$ cat src/hdl/reset_pins_map.svh
// offsets, field positions, reset values and counts of the reset and bus clock pin block
// Operation
// - bus clock is half the oscillator rate
// - normal single-chip: bus clock off after reset
// - special single-chip: bus clock on after reset
// - special peripheral: bus clock pin is input
// - stop mode halts every clock output outside a reset sequence
// - bus clock stretched for slow external accesses
// - reset entry asynchronous, exit synchronous
// - internal failure drives open-drain reset low
// - internal source drives pin exactly 16 cycles
// - pin sampled eight cycles after release
// - pin high: watchdog or clock monitor vector
// - pin low: external reset, ordinary vector
// - software picks edge or level interrupt trigger
// - interrupt level-triggered and masked after reset
`ifndef RESET_PINS_MAP_SVH
`define RESET_PINS_MAP_SVH

// ==========================================================
// register offsets (byte addresses)
`define OFS_CTRL        4'h0
`define OFS_STATUS      4'h4
`define OFS_MASK        4'h8
`define OFS_INFO        4'hC

// ==========================================================
// control register fields
`define CTRL_BUS_CLK_ON 0
`define CTRL_IRQ_EDGE   1
`define CTRL_IRQ_EN     2
`define CTRL_STR_LO     4
`define CTRL_STR_HI     5

// ==========================================================
// status and mask fields
`define ST_WATCHDOG     0
`define ST_CLKMON       1
`define ST_EXTERNAL     2
`define ST_IRQ_EDGE     3

// ==========================================================
// info register fields
`define INFO_MODE_LO    0
`define INFO_MODE_HI    1
`define INFO_BUSY       2
`define INFO_VEC_LO     4
`define INFO_VEC_HI     5
`define INFO_CLK_IN     6

// ==========================================================
// reset values
`define RST_STATUS      4'h0
`define RST_MASK        4'h0
`define RST_STRETCH     2'h0

// ==========================================================
// reset sequence counts in bus clock cycles
`define DRIVE_CYCLES    5'd16
`define SAMPLE_DELAY    4'd8

`endif

$ cat src/hdl/reset_pins_pkg.sv
// types of the reset and bus clock pin block
package reset_pins_pkg;

  // strap-selected operating mode
  typedef enum logic [1:0] {
    MODE_NORMAL_SINGLE,
    MODE_SPECIAL_SINGLE,
    MODE_SPECIAL_PERIPH,
    MODE_EXPANDED
  } op_mode_t;

  typedef enum logic [2:0] {
    SEQ_START,
    SEQ_RUN,
    SEQ_DRIVE,
    SEQ_WAIT,
    SEQ_EXTERNAL
  } seq_state_t;

  typedef enum logic [1:0] {
    VEC_RESET,
    VEC_WATCHDOG,
    VEC_CLKMON
  } vector_t;

  typedef struct packed {
    op_mode_t   mode;
    logic [1:0] rst_sync;
    logic [1:0] irq_sync;
    logic [1:0] clk_in_sync;
    logic       irq_prev;
    logic       div;
    logic [1:0] stretch_cnt;
    logic       clk_q;
    seq_state_t seq;
    logic [3:0] cnt;
    logic       src_clkmon;
    logic       pin_drive;
    logic       core_rst_n;
    vector_t    vec;
    logic       bus_clk_on;
    logic       irq_edge;
    logic       irq_en;
    logic [1:0] stretch_cfg;
    logic [3:0] status;
    logic [3:0] mask;
    logic       ack;
    logic [7:0] rdata;
  } pins_state_t;

endpackage

$ cat src/hdl/reset_pins.sv
// reset pin sequencer, bus clock pin control and external interrupt trigger
//
// The Wishbone slave port and the register offsets were chosen for this implementation.
`timescale 1ns/1ps
`include "reset_pins_map.svh"

module reset_pins (
  input  wire logic                     clk,
  input  wire logic                     resetn,
  input  wire reset_pins_pkg::op_mode_t mode_strap,
  input  wire logic                     stop_mode,
  input  wire logic                     slow_access,
  input  wire logic                     watchdog_timeout,
  input  wire logic                     clock_monitor_fail,
  input  wire logic                     reset_pin_in,
  output wire logic                     reset_pin_out,
  output wire logic                     reset_pin_oe_n,
  input  wire logic                     bus_clock_in,
  output wire logic                     bus_clock_out,
  output wire logic                     bus_clock_oe_n,
  output wire logic                     bus_clk_en,
  input  wire logic                     irq_pin_n,
  output wire logic                     ext_irq_req,
  output wire logic                     core_reset_n,
  output wire reset_pins_pkg::vector_t  reset_vector,
  output wire logic                     int_out,
  input  wire logic                     cyc_i,
  input  wire logic                     stb_i,
  input  wire logic                     we_i,
  input  wire logic [3:0]               adr_i,
  input  wire logic [3:0]               sel_i,
  input  wire logic [31:0]              dat_i,
  output wire logic [31:0]              dat_o,
  output wire logic                     ack_o
);
  import reset_pins_pkg::*;

  pins_state_t q;
  pins_state_t next_q;

  logic bus_rise;
  logic bus_fall;
  logic req;
  logic wr;
  logic pin_low;
  logic irq_low;
  logic irq_fall;
  logic [3:0] events;
  logic [3:0] w1c;

  // ==========================================================
  // bus clock divider
  // the divider keeps running during a reset sequence so that the counts finish
  // even when stop mode was requested; reset overrides stop
  logic run_div;
  assign run_div  = !stop_mode || (q.seq != SEQ_RUN);
  assign bus_rise = run_div && !q.div;
  assign bus_fall = run_div && q.div && !(slow_access && (q.stretch_cnt != q.stretch_cfg));
  assign bus_clk_en = bus_rise;

  // ==========================================================
  // bus decode
  assign req = cyc_i && stb_i && !q.ack;
  assign wr  = req && we_i && sel_i[0];

  assign pin_low = !q.rst_sync[1];
  assign irq_low = !q.irq_sync[1];
  assign irq_fall = q.irq_prev && irq_low;

  always_comb begin
    next_q = q;
    events = 4'h0;
    w1c    = 4'h0;

    // synchronisers
    next_q.rst_sync    = {q.rst_sync[0], reset_pin_in};
    next_q.irq_sync    = {q.irq_sync[0], irq_pin_n};
    next_q.clk_in_sync = {q.clk_in_sync[0], bus_clock_in};
    next_q.irq_prev    = !irq_low;

    // ========================================================
    // clock divider with stretch
    if (bus_rise) begin
      next_q.div         = 1'b1;
      next_q.stretch_cnt = 2'h0;
    end else if (q.div && run_div) begin
      if (bus_fall) begin
        next_q.div = 1'b0;
      end else begin
        next_q.stretch_cnt = q.stretch_cnt + 2'h1;
      end
    end
    // pin drives only when enabled, not in peripheral mode, not stopped
    next_q.clk_q = next_q.div && q.bus_clk_on && run_div
                   && (q.mode != MODE_SPECIAL_PERIPH);

    // ========================================================
    // reset sequencer
    case (q.seq)
      SEQ_START: begin
        // strap caught on the first edge after release
        next_q.mode       = mode_strap;
        next_q.bus_clk_on = (mode_strap == MODE_SPECIAL_SINGLE);
        next_q.core_rst_n = 1'b1;
        next_q.seq        = SEQ_RUN;
      end
      SEQ_RUN: begin
        if (watchdog_timeout || clock_monitor_fail) begin
          next_q.seq        = SEQ_DRIVE;
          next_q.cnt        = 4'h0;
          next_q.src_clkmon = clock_monitor_fail && !watchdog_timeout;
          next_q.pin_drive  = 1'b1;
          next_q.core_rst_n = 1'b0;
        end else if (pin_low) begin
          next_q.seq        = SEQ_EXTERNAL;
          next_q.core_rst_n = 1'b0;
          next_q.vec        = VEC_RESET;
          events[`ST_EXTERNAL] = 1'b1;
        end
      end
      SEQ_DRIVE: begin
        if (bus_rise) begin
          if (q.cnt == 4'(`DRIVE_CYCLES - 5'd1)) begin
            next_q.pin_drive = 1'b0;
            next_q.cnt       = 4'h0;
            next_q.seq       = SEQ_WAIT;
          end else begin
            next_q.cnt = q.cnt + 4'h1;
          end
        end
      end
      SEQ_WAIT: begin
        if (bus_rise) begin
          if (q.cnt == `SAMPLE_DELAY - 4'd1) begin
            if (pin_low) begin
              // board still holds the pin, so its reset wins
              next_q.vec = VEC_RESET;
              next_q.seq = SEQ_EXTERNAL;
              events[`ST_EXTERNAL] = 1'b1;
            end else begin
              next_q.vec = q.src_clkmon ? VEC_CLKMON : VEC_WATCHDOG;
              events[`ST_WATCHDOG] = !q.src_clkmon;
              events[`ST_CLKMON]   = q.src_clkmon;
              next_q.core_rst_n = 1'b1;
              next_q.seq        = SEQ_RUN;
            end
          end else begin
            next_q.cnt = q.cnt + 4'h1;
          end
        end
      end
      SEQ_EXTERNAL: begin
        if (!pin_low) begin
          next_q.core_rst_n = 1'b1;
          next_q.seq        = SEQ_RUN;
        end
      end
      default: begin
        next_q.seq = SEQ_RUN;
      end
    endcase

    // ========================================================
    // external interrupt trigger
    events[`ST_IRQ_EDGE] = irq_fall;
    if (q.irq_edge && irq_fall && q.irq_en) begin
      events[`ST_IRQ_EDGE] = 1'b1;
    end

    // ========================================================
    // register writes
    next_q.ack = req;
    if (wr) begin
      case (adr_i)
        `OFS_CTRL: begin
          next_q.bus_clk_on  = dat_i[`CTRL_BUS_CLK_ON];
          next_q.irq_edge    = dat_i[`CTRL_IRQ_EDGE];
          next_q.irq_en      = dat_i[`CTRL_IRQ_EN];
          next_q.stretch_cfg = dat_i[`CTRL_STR_HI:`CTRL_STR_LO];
        end
        `OFS_STATUS: begin
          w1c = dat_i[3:0];
        end
        `OFS_MASK: begin
          next_q.mask = dat_i[3:0];
        end
        default: begin
          next_q.mask = q.mask;
        end
      endcase
    end
    // a new event wins over a clear in the same cycle
    next_q.status = (q.status & ~w1c) | events;

    // ========================================================
    // read data
    next_q.rdata = 8'h00;
    if (req && !we_i) begin
      case (adr_i)
        `OFS_CTRL: begin
          next_q.rdata[`CTRL_BUS_CLK_ON]         = q.bus_clk_on;
          next_q.rdata[`CTRL_IRQ_EDGE]           = q.irq_edge;
          next_q.rdata[`CTRL_IRQ_EN]             = q.irq_en;
          next_q.rdata[`CTRL_STR_HI:`CTRL_STR_LO] = q.stretch_cfg;
        end
        `OFS_STATUS: begin
          next_q.rdata[3:0] = q.status;
        end
        `OFS_MASK: begin
          next_q.rdata[3:0] = q.mask;
        end
        `OFS_INFO: begin
          next_q.rdata[`INFO_MODE_HI:`INFO_MODE_LO] = q.mode;
          next_q.rdata[`INFO_BUSY]                  = (q.seq != SEQ_RUN);
          next_q.rdata[`INFO_VEC_HI:`INFO_VEC_LO]   = q.vec;
          next_q.rdata[`INFO_CLK_IN]                = q.clk_in_sync[1];
        end
        default: begin
          next_q.rdata = 8'h00;
        end
      endcase
    end
  end

  // ==========================================================
  // state register
  // async clear only loads constants; the strap is taken in SEQ_START
  always_ff @(posedge clk or negedge resetn) begin
    if (!resetn) begin
      q <= '0;
      q.status      <= `RST_STATUS;
      q.mask        <= `RST_MASK;
      q.stretch_cfg <= `RST_STRETCH;
      q.rst_sync    <= 2'h3;
      q.irq_sync    <= 2'h3;
      q.irq_prev    <= 1'b1;
    end else begin
      q <= next_q;
    end
  end

  // ==========================================================
  // outputs
  assign reset_pin_out  = 1'b0;
  assign reset_pin_oe_n = !q.pin_drive;
  assign bus_clock_out  = q.clk_q;
  assign bus_clock_oe_n = !(q.bus_clk_on && (q.mode != MODE_SPECIAL_PERIPH));
  assign core_reset_n   = q.core_rst_n;
  assign reset_vector   = q.vec;
  // level mode follows the pin; edge mode uses the sticky latch
  assign ext_irq_req    = q.irq_en && (q.irq_edge ? q.status[`ST_IRQ_EDGE] : irq_low);
  assign int_out        = |(q.status & q.mask);
  assign dat_o          = {24'h000000, q.rdata};
  assign ack_o          = q.ack;

endmodule

$ cat config.mk
export PLATFORM = sky130hd
export DESIGN_NAME = reset_pins
export DESIGN_NICKNAME = d
export VERILOG_FILES = /design/src/hdl/reset_pins_pkg.sv /design/src/hdl/reset_pins.sv
export VERILOG_INCLUDE_DIRS = /design/src /design/src/hdl
export SDC_FILE = /design/constraint.sdc
export NUM_CORES = 1
export LEC_CHECK = 0
export ABC_CLOCK_PERIOD_IN_PS = 1800
export BUFFER_PORTS_ARGS = -buffer_cell sky130_fd_sc_hd__buf_2
export CELL_PAD_IN_SITES_DETAIL_PLACEMENT = 0
export CELL_PAD_IN_SITES_GLOBAL_PLACEMENT = 1
export CORE_MARGIN = 2
export CORE_UTILIZATION = 36
export DETAILED_ROUTE_END_ITERATION = 6
export PLACE_DENSITY_LB_ADDON = 0.08
export SLEW_MARGIN = 15
export SYNTH_ARGS = -nofsm -noshare
export SYNTH_HDL_FRONTEND = slang
export SYNTH_SLANG_ARGS = --single-unit
$ cat constraint.sdc
create_clock -name clk -period 1.8 [get_ports clk]
set_input_delay 0.54 -clock clk [delete_from_list [all_inputs] [get_ports clk]]
set_output_delay 0.54 -clock clk [all_outputs]
set_load 0.05 [all_outputs]
# Word level (Yosys, flattened, before mapping)

Cells that the tools add are included.

Add/subtract/negate cells: 2
Multiply operators: 0
Divide/modulo/power cells: 0
Magnitude comparators: 0
Equal/unequal tests: 24
Shifts and indexed selects: 0
Multiplexer cells: 49
Bitwise logic cells: 4
Reductions and logical operators: 47

Operators with widths:

| cell                | count |
|---|---|
| $mux 3              | 13 |
| $pmux 3 s4          | 2 |
| $ne 2x2->1 const B  | 11 |
| $mux 7              | 3 |
| $logic_and 1x1->1   | 18 |
| $mux 4              | 4 |
| $eq 4x4->1 const B  | 3 |
| $mux 2              | 6 |
| $pmux 4 s3          | 1 |
| $mux 1              | 11 |
| $logic_not 1->1     | 10 |
| $mux 5              | 2 |
| $reduce_and 5->1    | 2 |
| $and 4x4->4         | 2 |
| $eq 4x3->1 const B  | 2 |
| $pmux 2 s2          | 2 |
| $reduce_and 2->1    | 4 |
| $reduce_and 4->1    | 2 |
| $eq 3x2->1 const B  | 2 |
| $mux 6              | 1 |
| $pmux 1 s2          | 3 |
| $reduce_and 6->1    | 1 |
| $reduce_bool 2->1   | 3 |
| $add 4x1->4 const B | 1 |
| other kinds (16)    | 17 |

Register bits after elaboration: 47
Latch bits: 0
Memory bits (writable): 0
Memory bits (read-only): 0
Output and inout bits: 43
Memories: 0

# Logic depth before layout (Yosys ltp)

Gate-level depths: netlist (run 1).

Depth in word-level cells: 10
Depth in mapped cells: 5
Gate-level depth less buffers: 5

# Worst setup path after synthesis (run 1)

OpenSTA, ideal clock, no wires.

Path type: register to output
Start point: reg q[46] (netlist name)
End point: out bus_clock_oe_n
Arrival time: 1.509 ns
Data required time: 1.260 ns
Path slack: -0.249 ns
Cell stages (with the launch flop): 3
Buffers on the path: 0
Cells stage by stage: dfrtp_1 inv_1 o21ai_0

Cells in the longest elaborated chain, start to end: 3

RTL lines:

| item                   | RTL line          | source |
|---|---|---|
| start, declared        | reset_pins.sv:38  | `pins_state_t q;` |
| start signal, assigned | reset_pins.sv:238 | `q <= next_q;` |
| $ne 2x2->1             | reset_pins.sv:247 | `assign bus_clock_oe_n = !(q.bus_clk_on && (q.mode != MODE_SPECIAL_PERIPH));` |
| $logic_and 1x1->1      | reset_pins.sv:247 |  |
| $logic_not 1->1        | reset_pins.sv:247 |  |
| end, declared          | reset_pins.sv:20  | `output wire logic bus_clock_oe_n,` |

Every way passes these cells.

# Final worst setup path (run 1)

Start point: reg q[32] (netlist name)
End point: out bus_clk_en

Cells in the longest elaborated chain, start to end: 3

RTL lines:

| item              | RTL line         | source |
|---|---|---|
| $ne 3x1->1        | reset_pins.sv:56 | `assign run_div = !stop_mode \|\| (q.seq != SEQ_RUN);` |
| $logic_or 1x1->1  | reset_pins.sv:56 |  |
| $logic_and 1x1->1 | reset_pins.sv:57 | `assign bus_rise = run_div && !q.div;` |
| end, declared     | reset_pins.sv:21 | `output wire logic bus_clk_en,` |

Every way passes these cells.

==> results of run 1 <==
==> synthesized netlist by cell type, types with 5 or more instances <==
cell type / count
dfstp_2: 5
buf_4: 36
nor2b_1: 6
o21ai_0: 10
nor2_1: 14
dfrtp_1: 41
nand2_1: 19
inv_1: 6
mux2_2: 9
nand3_1: 8
a21oi_1: 16
==> final cells by class <==
cell class,count,area share
repair buffers,53,0.117
inverters,6,0.00807
flip-flops and latches,46,0.415
multi-input cells,165,0.383
clock buffers,7,0.0309
well taps,80,0.0359
clock inverters,1,0.0108
==> how the worst max path moves through the flow <==
stage | startpoint | endpoint | slack [ns] | cells after the start
after floorplan | q[31] | bus_clk_en | 0.06 | 3
after global placement | adr_i[0] | q[18] | 0.01 | 4
after detailed placement | adr_i[0] | q[18] | 0.005 | 4
after CTS | q[32] | bus_clk_en | -0.02 | 4
after global routing | q[32] | bus_clk_en | -0.10 | 4
final | q[32] | bus_clk_en | 0.003 | 4
==> worst reg2reg max path, cell delays in order (launching register included) <==
cell      delay [ns]
dfrtp_1         0.39
ha_1            0.26
nand4b_2        0.22
nor3b_4         0.34
a21oi_1         0.11
a21o_1          0.19
==> registers in the layout, summed over array words and instances, names as in the netlist <==
| name | cells |
|---|---|
| dat_o | 7 |
| reset_vector | 2 |
| next_q | 4 |
| ack_o | 1 |
| q | 30 |
| core_reset_n | 1 |
| bus_clock_out | 1 |
==> cells in the final DEF (no fill, tap or decap), drive strengths merged, types with 2 or more instances in the layout <==
cell type  instances
nand3b             2
dfrtp             41
and2               2
o21ai             12
nand2             19
conb              26
and3               2
dfstp              5
a22oi              5
a211oi             2
nor2b              7
nor3               3
nand4b             4
o21a               2
a21o               3
o2bb2ai            3
nor3b              3
nand2b             3
a21oi             16
a22o               2
nor2              14
nand3              8
a31oi              3
xor2               2
and4bb             2
inv                6
buf               53
clkbuf             7
mux4               2
mux2               9
==> per-layer routing <==
layer	routed length, µm	part of all wire	vias to the layer above
li1	-	-	841
met1	2420	0.49	807
met2	2180	0.44	47
met3	235	0.048	7
met4	78	0.016	0
met5	0	0	-
==> logic make-up after synthesis <==
logic type               count (synthesis)  synth area share
AO/OA/AOI/OAI                           52             0.136
XOR/XNOR                                 2           0.00716
adder cells (fa/ha/maj)                  1           0.00511
buffers and inverters                   49             0.135
flip-flops                              46             0.473
multiplexers                            12            0.0639
other                                    1           0.00153
AND/OR/NAND/NOR                         72             0.179
==> stage by stage <==
| step | cells | hold slack (ns) | instance area [µm²] |
|---|---|---|---|
| detailed placement | 347 | 0.337 | 2620 |
| CTS | 356 | 0.137 | 2760 |
| finish | 358 | 0.136 | 2790 |
| global placement | 347 | 0.335 | 2620 |
| floorplan | 260 | 0.244 | 2540 |
| global route | 358 | 0.155 | 2790 |
==> where the power goes <==
group,total [W],switching [W],internal [W]
clock network,0.000814,0.000361,0.000453
logic,0.00131,0.000816,0.000491
registers,0.00145,0.000208,0.00124
total,0.00357,0.00138,0.00219
==> repair_timing <==
item / 4_1_cts / 5_1_grt
setup buffers: 1 / 2
cloned: 0 / 0
endpoints found under the setup margin: 2 / 4
resized for setup: 5 / 7
pin swaps: 2 / 1
==> results_dict.tcl, run 1 <==
set metrics [dict create \
    status "completed" \
    first_iter_violations 48 \
    timing.critical_path.arrival_ns 1.26 \
    cts-root-to-sink-buffers 2 \
    floorplan.initialDensity 0.366 \
    synthesized_flop_and_latch_total 46 \
    fillerInstances 681 \
    clock_sinks 46 \
    ys_dominant_reg_cell "dfrtp_1" \
    number_of_antenna_violations_at_the_first_check_in_global_routing 0 \
    grt_pass1_vias 1638 \
    via_count 1702 \
    cp-end-kind "output pin" \
    worst-endpoint-required_ns 1.26 \
    finalPower_w 0.00357 \
    htree_levels 2 \
    final_net_count 332 \
    critical-path-slowest-cell "dfrtp_1" \
    floorplan.die.height_um 86.4 \
    max-cap-violations 0 \
    antenna_cells_inserted 0 \
    floorplan.io_pins 97 \
    path_cells "nor3b_2 -> and2_4 -> nor2_2 -> buf_6" \
    die_width_um 86.4 \
    critical_path.reg2reg.endpoint "reset_vector[1]" \
    r2r_start "q[27]" \
    p_per_area_nw_per_um2 1280 \
    clock_tree.root_cell "clkbuf_8" \
    skew_ns 0.00674 \
    finalSetupViolations 0 \
    period_needed_ns 1.80 \
    ir_drop_uv 524 \
    grt.met1_usage 0.203 \
    port-buffer-count 41 \
    cts_hold_buffers 0 \
    worst_skew_pair.late_latency_ns 0.30 \
    cpLargestDelayFamily "simple AND/OR/NAND/NOR gates" \
    clk_transition_reported_paths_ns 0.09 \
    fraction_of_final_layout_cells_sized_beyond_drive_strength_1 0.320 \
    period_share 0.998 \
    biggest_fanout_along_the_worst_timing_path 2 \
    grt_first_pass_wirelength_um 8310 \
    areaGrowthSynthToFinish_pct 14.1 \
    all_layer_gr_usage 0.143 \
    critical_path.max_stage_delay_ns 0.39 \
    synth_area_per_cell_um2 10.4 \
    setup.reg_to_reg.worst_slack_ns 0.20 \
    placer_congestion 0.728 \
    synth.yosys.warnings 0 \
    synth_top_area_frac 0.419 \
    total_die_area_um2 7470 \
    remaining_drcs 0 \
    syn_area_um2 2450 \
    final.setup.worst_slack_ns 0.00273 \
    final_hold_violating_endpoints 0 \
    final_core_util 0.418 \
    fmax_ghz 0.556 \
    netlist_top_cells_area "dfrtp_1, buf_4, dfstp_2" \
    postRouteAntennaNets 0 \
    numCtsBuffers 5 \
    critical_path.startpoint_type "register" \
    pre_cts_ws_ns 0.00490 \
    hpwl_um 3690 \
    synth_seq_area_share 0.473 \
    grt_start_max_net_pins 25 \
    floorplan.core_area_um2 6680 \
    wl_per_cell_um 13.7 \
    wirelength_um 4920 \
    drt_pass1_iterations 4 \
    critPathBufInv 1 \
    grtUsageMet2 0.214 \
    path_class_of_the_lowest_slack_min_delay_path "in2async" \
    global_route.usage.met3 0.0314 \
    timing_max_transition_violations_final 0 \
    count_of_cells_along_the_worst_register_to_register_path 5 \
    synth_async_sr_flop_share 1.00 \
    p_leak_nw 1.37 \
    regArea_um2 1160 \
    grt_most_used_layer "met2" \
    synth_enable_flop_cells 0 \
    crit_type "reg2out" \
    unrepaired_setup_endpoints_after_global_routing "true" \
    yosys.area.top_type "dfrtp_1" \
    cts_tree "yes" \
    multiInputGateArea_um2 1070 \
    synthCells 235 \
    avgViaCountPerCell 4.75 \
    synth_cell_types 48 \
    placement_rows 30 \
    setup_total_negative_slack_ns 0 \
    globalRoute.totalOverflow 0 \
]
Note: power is estimated with default switching activity, not from simulation.
==> inputs of run 2 (changes only) <==
--- a/config.mk
+++ b/config.mk
@@ -7,12 +7,12 @@
 export NUM_CORES = 1
 export LEC_CHECK = 0
 export ABC_CLOCK_PERIOD_IN_PS = 1800
-export BUFFER_PORTS_ARGS = -buffer_cell sky130_fd_sc_hd__buf_2
 export CELL_PAD_IN_SITES_DETAIL_PLACEMENT = 0
 export CELL_PAD_IN_SITES_GLOBAL_PLACEMENT = 1
 export CORE_MARGIN = 2
-export CORE_UTILIZATION = 36
+export CORE_UTILIZATION = 45
 export DETAILED_ROUTE_END_ITERATION = 6
+export DONT_BUFFER_PORTS = 1
 export PLACE_DENSITY_LB_ADDON = 0.08
 export SLEW_MARGIN = 15
 export SYNTH_ARGS = -nofsm -noshare
==> results_dict.tcl, run 2 (synthesis results as in run 1) <==
set metrics [dict create \
    status "finished, violations left" \
    violations "setup timing" \
    fmax_ghz 0.546 \
    clock_sinks 46 \
    ir_drop_uv 663 \
    areaGrowthSynthToFinish_pct 3.84 \
    max-cap-violations 0 \
    placer_congestion 0.764 \
    drt_pass1_iterations 4 \
    worst-endpoint-required_ns 1.26 \
    critical-path-slowest-cell "dfrtp_1" \
    grt_start_max_net_pins 42 \
    floorplan.io_pins 97 \
    timing_max_transition_violations_final 0 \
    antenna_cells_inserted 0 \
    p_sw_frac 0.413 \
    number_of_antenna_violations_at_the_first_check_in_global_routing 0 \
    biggest_fanout_along_the_worst_timing_path 2 \
    via_count 1624 \
    registers.top_by_ff_count "q" \
    crit_type "reg2out" \
    pwr-share-clk 0.194 \
    comb_power_share 0.330 \
    clk_transition_reported_paths_ns 0.09 \
    die_width_um 77.7 \
    port-buffer-count 0 \
    internal_power_w 0.00196 \
    fraction_of_final_layout_cells_sized_beyond_drive_strength_1 0.208 \
    cp-end-kind "output pin" \
    wl_per_cell_um 15.5 \
    final_hold_violating_endpoints 0 \
    final_net_count 290 \
    htree_levels 2 \
    critPathBufInv 1 \
    number_of_flip_flops_under_the_largest_register_name 30 \
    r2r_start "q[27]" \
    final.setup.worst_slack_ns -0.0327 \
    pwr-share-seq 0.477 \
    layout.cells.most_common "dfrtp_1" \
    final_cell_mix "dfrtp_1, conb_1, nand2_1" \
    power_switching_w 0.00138 \
    fin_hold_ws_ns 0.0661 \
    remaining_drcs 0 \
    hpwl_um 3430 \
    floorplan.core_area_um2 5170 \
    finalSetupViolations 1 \
    slew_headroom 0.614 \
    grt_first_pass_wirelength_um 7880 \
    critical_path.startpoint_type "register" \
    path_class_of_the_lowest_slack_min_delay_path "in2async" \
    all_layer_gr_usage 0.166 \
    p_per_area_nw_per_um2 1310 \
    timing.critical_path.arrival_ns 1.29 \
    placement_rows 26 \
    path_cells "nor3b_2 -> and2_4 -> nor2_2 -> buf_12" \
    worst_skew_pair.late_latency_ns 0.30 \
    globalRoute.totalOverflow 0 \
    grt_pass1_vias 1537 \
    floorplan.die.height_um 77.7 \
    period_share 1.02 \
    crit_start "q[33]" \
    cpLargestDelayFamily "flip-flops" \
    first_iter_violations 82 \
    floorplan.initialDensity 0.473 \
    unrepaired_setup_endpoints_after_global_routing "true" \
    p_leak_nw 1.17 \
    total_die_area_um2 6040 \
    finalPower_w 0.00334 \
    numCtsBuffers 5 \
    clock_tree.root_cell "clkbuf_8" \
    wirelength_um 4750 \
    cts-root-to-sink-buffers 2 \
    cts_tree "yes" \
    skew_ns 0.00415 \
    period_needed_ns 1.83 \
    postRouteAntennaNets 0 \
    avgViaCountPerCell 5.31 \
    max_slew.worst_pin.slew_ns 0.580 \
    critical_path.max_stage_delay_ns 0.41 \
]
## run 2: what timing repair did
action,CTS,global route
gates cloned,0,0
setup buffers,1,1
gates resized for setup,3,3
hold endpoints to repair,41,0
hold buffers,1,0
pin swaps,2,2
setup endpoints to repair,3,3
## run 2: metrics by stage
step,instances,setup TNS [ns],setup WS (ns),utilization,area (µm²)
after detailed placement,295,0,0.123,0.463,2400
after CTS,305,-0.0421,-0.0421,0.488,2520
after global routing,306,-0.117,-0.117,0.491,2540
final,306,-0.0327,-0.0327,0.491,2540
after floorplan,260,0,0.0574,-,2540
after global placement,295,0,0.141,0.463,2400
## run 2: power by group through the flow
| stage | combinational, W | clock (W) | sequential (W) |
|---|---|---|---|
| after global routing | 0.00121 | 0.000723 | 0.00163 |
| after floorplan | 0.00101 | 0 | 0.00146 |
| after detailed placement | 0.00107 | 0 | 0.00161 |
| final | 0.00110 | 0.000646 | 0.00159 |
| after CTS | 0.00110 | 0.000671 | 0.00159 |
| after global placement | 0.00104 | 0 | 0.00159 |
## run 2: final timing paths
kind / end / slack [ns] / depth (start not counted)
worst max-delay path: bus_clk_en / -0.03 / 4
worst min-delay path: q[38] / 0.07 / 0
worst max register to register: reset_vector[1] / 0.20 / 5
worst min register to register: q[44] / 0.36 / 0
max in group asynchronous: q[28] / 1.53 / 1
min in group clk: next_q[42] / 0.22 / 0
## run 2: cell type report
cell class | instances | area [µm²]
sequential | 46 | 1160
inverter | 6 | 22.5
timing repair buffer | 11 | 111
clock inverter | 3 | 21.3
tap | 70 | 87.6
fill | 491 | 2630
clock buffer | 5 | 68.8
multi-input combinational | 165 | 1070
## run 2: per-layer routing
layer / global-route usage / wire length (µm)
met2: 0.254 / 2290
met5: 0 / 0
met4: 0.0536 / 51
met1: 0.232 / 2130
met3: 0.0407 / 284
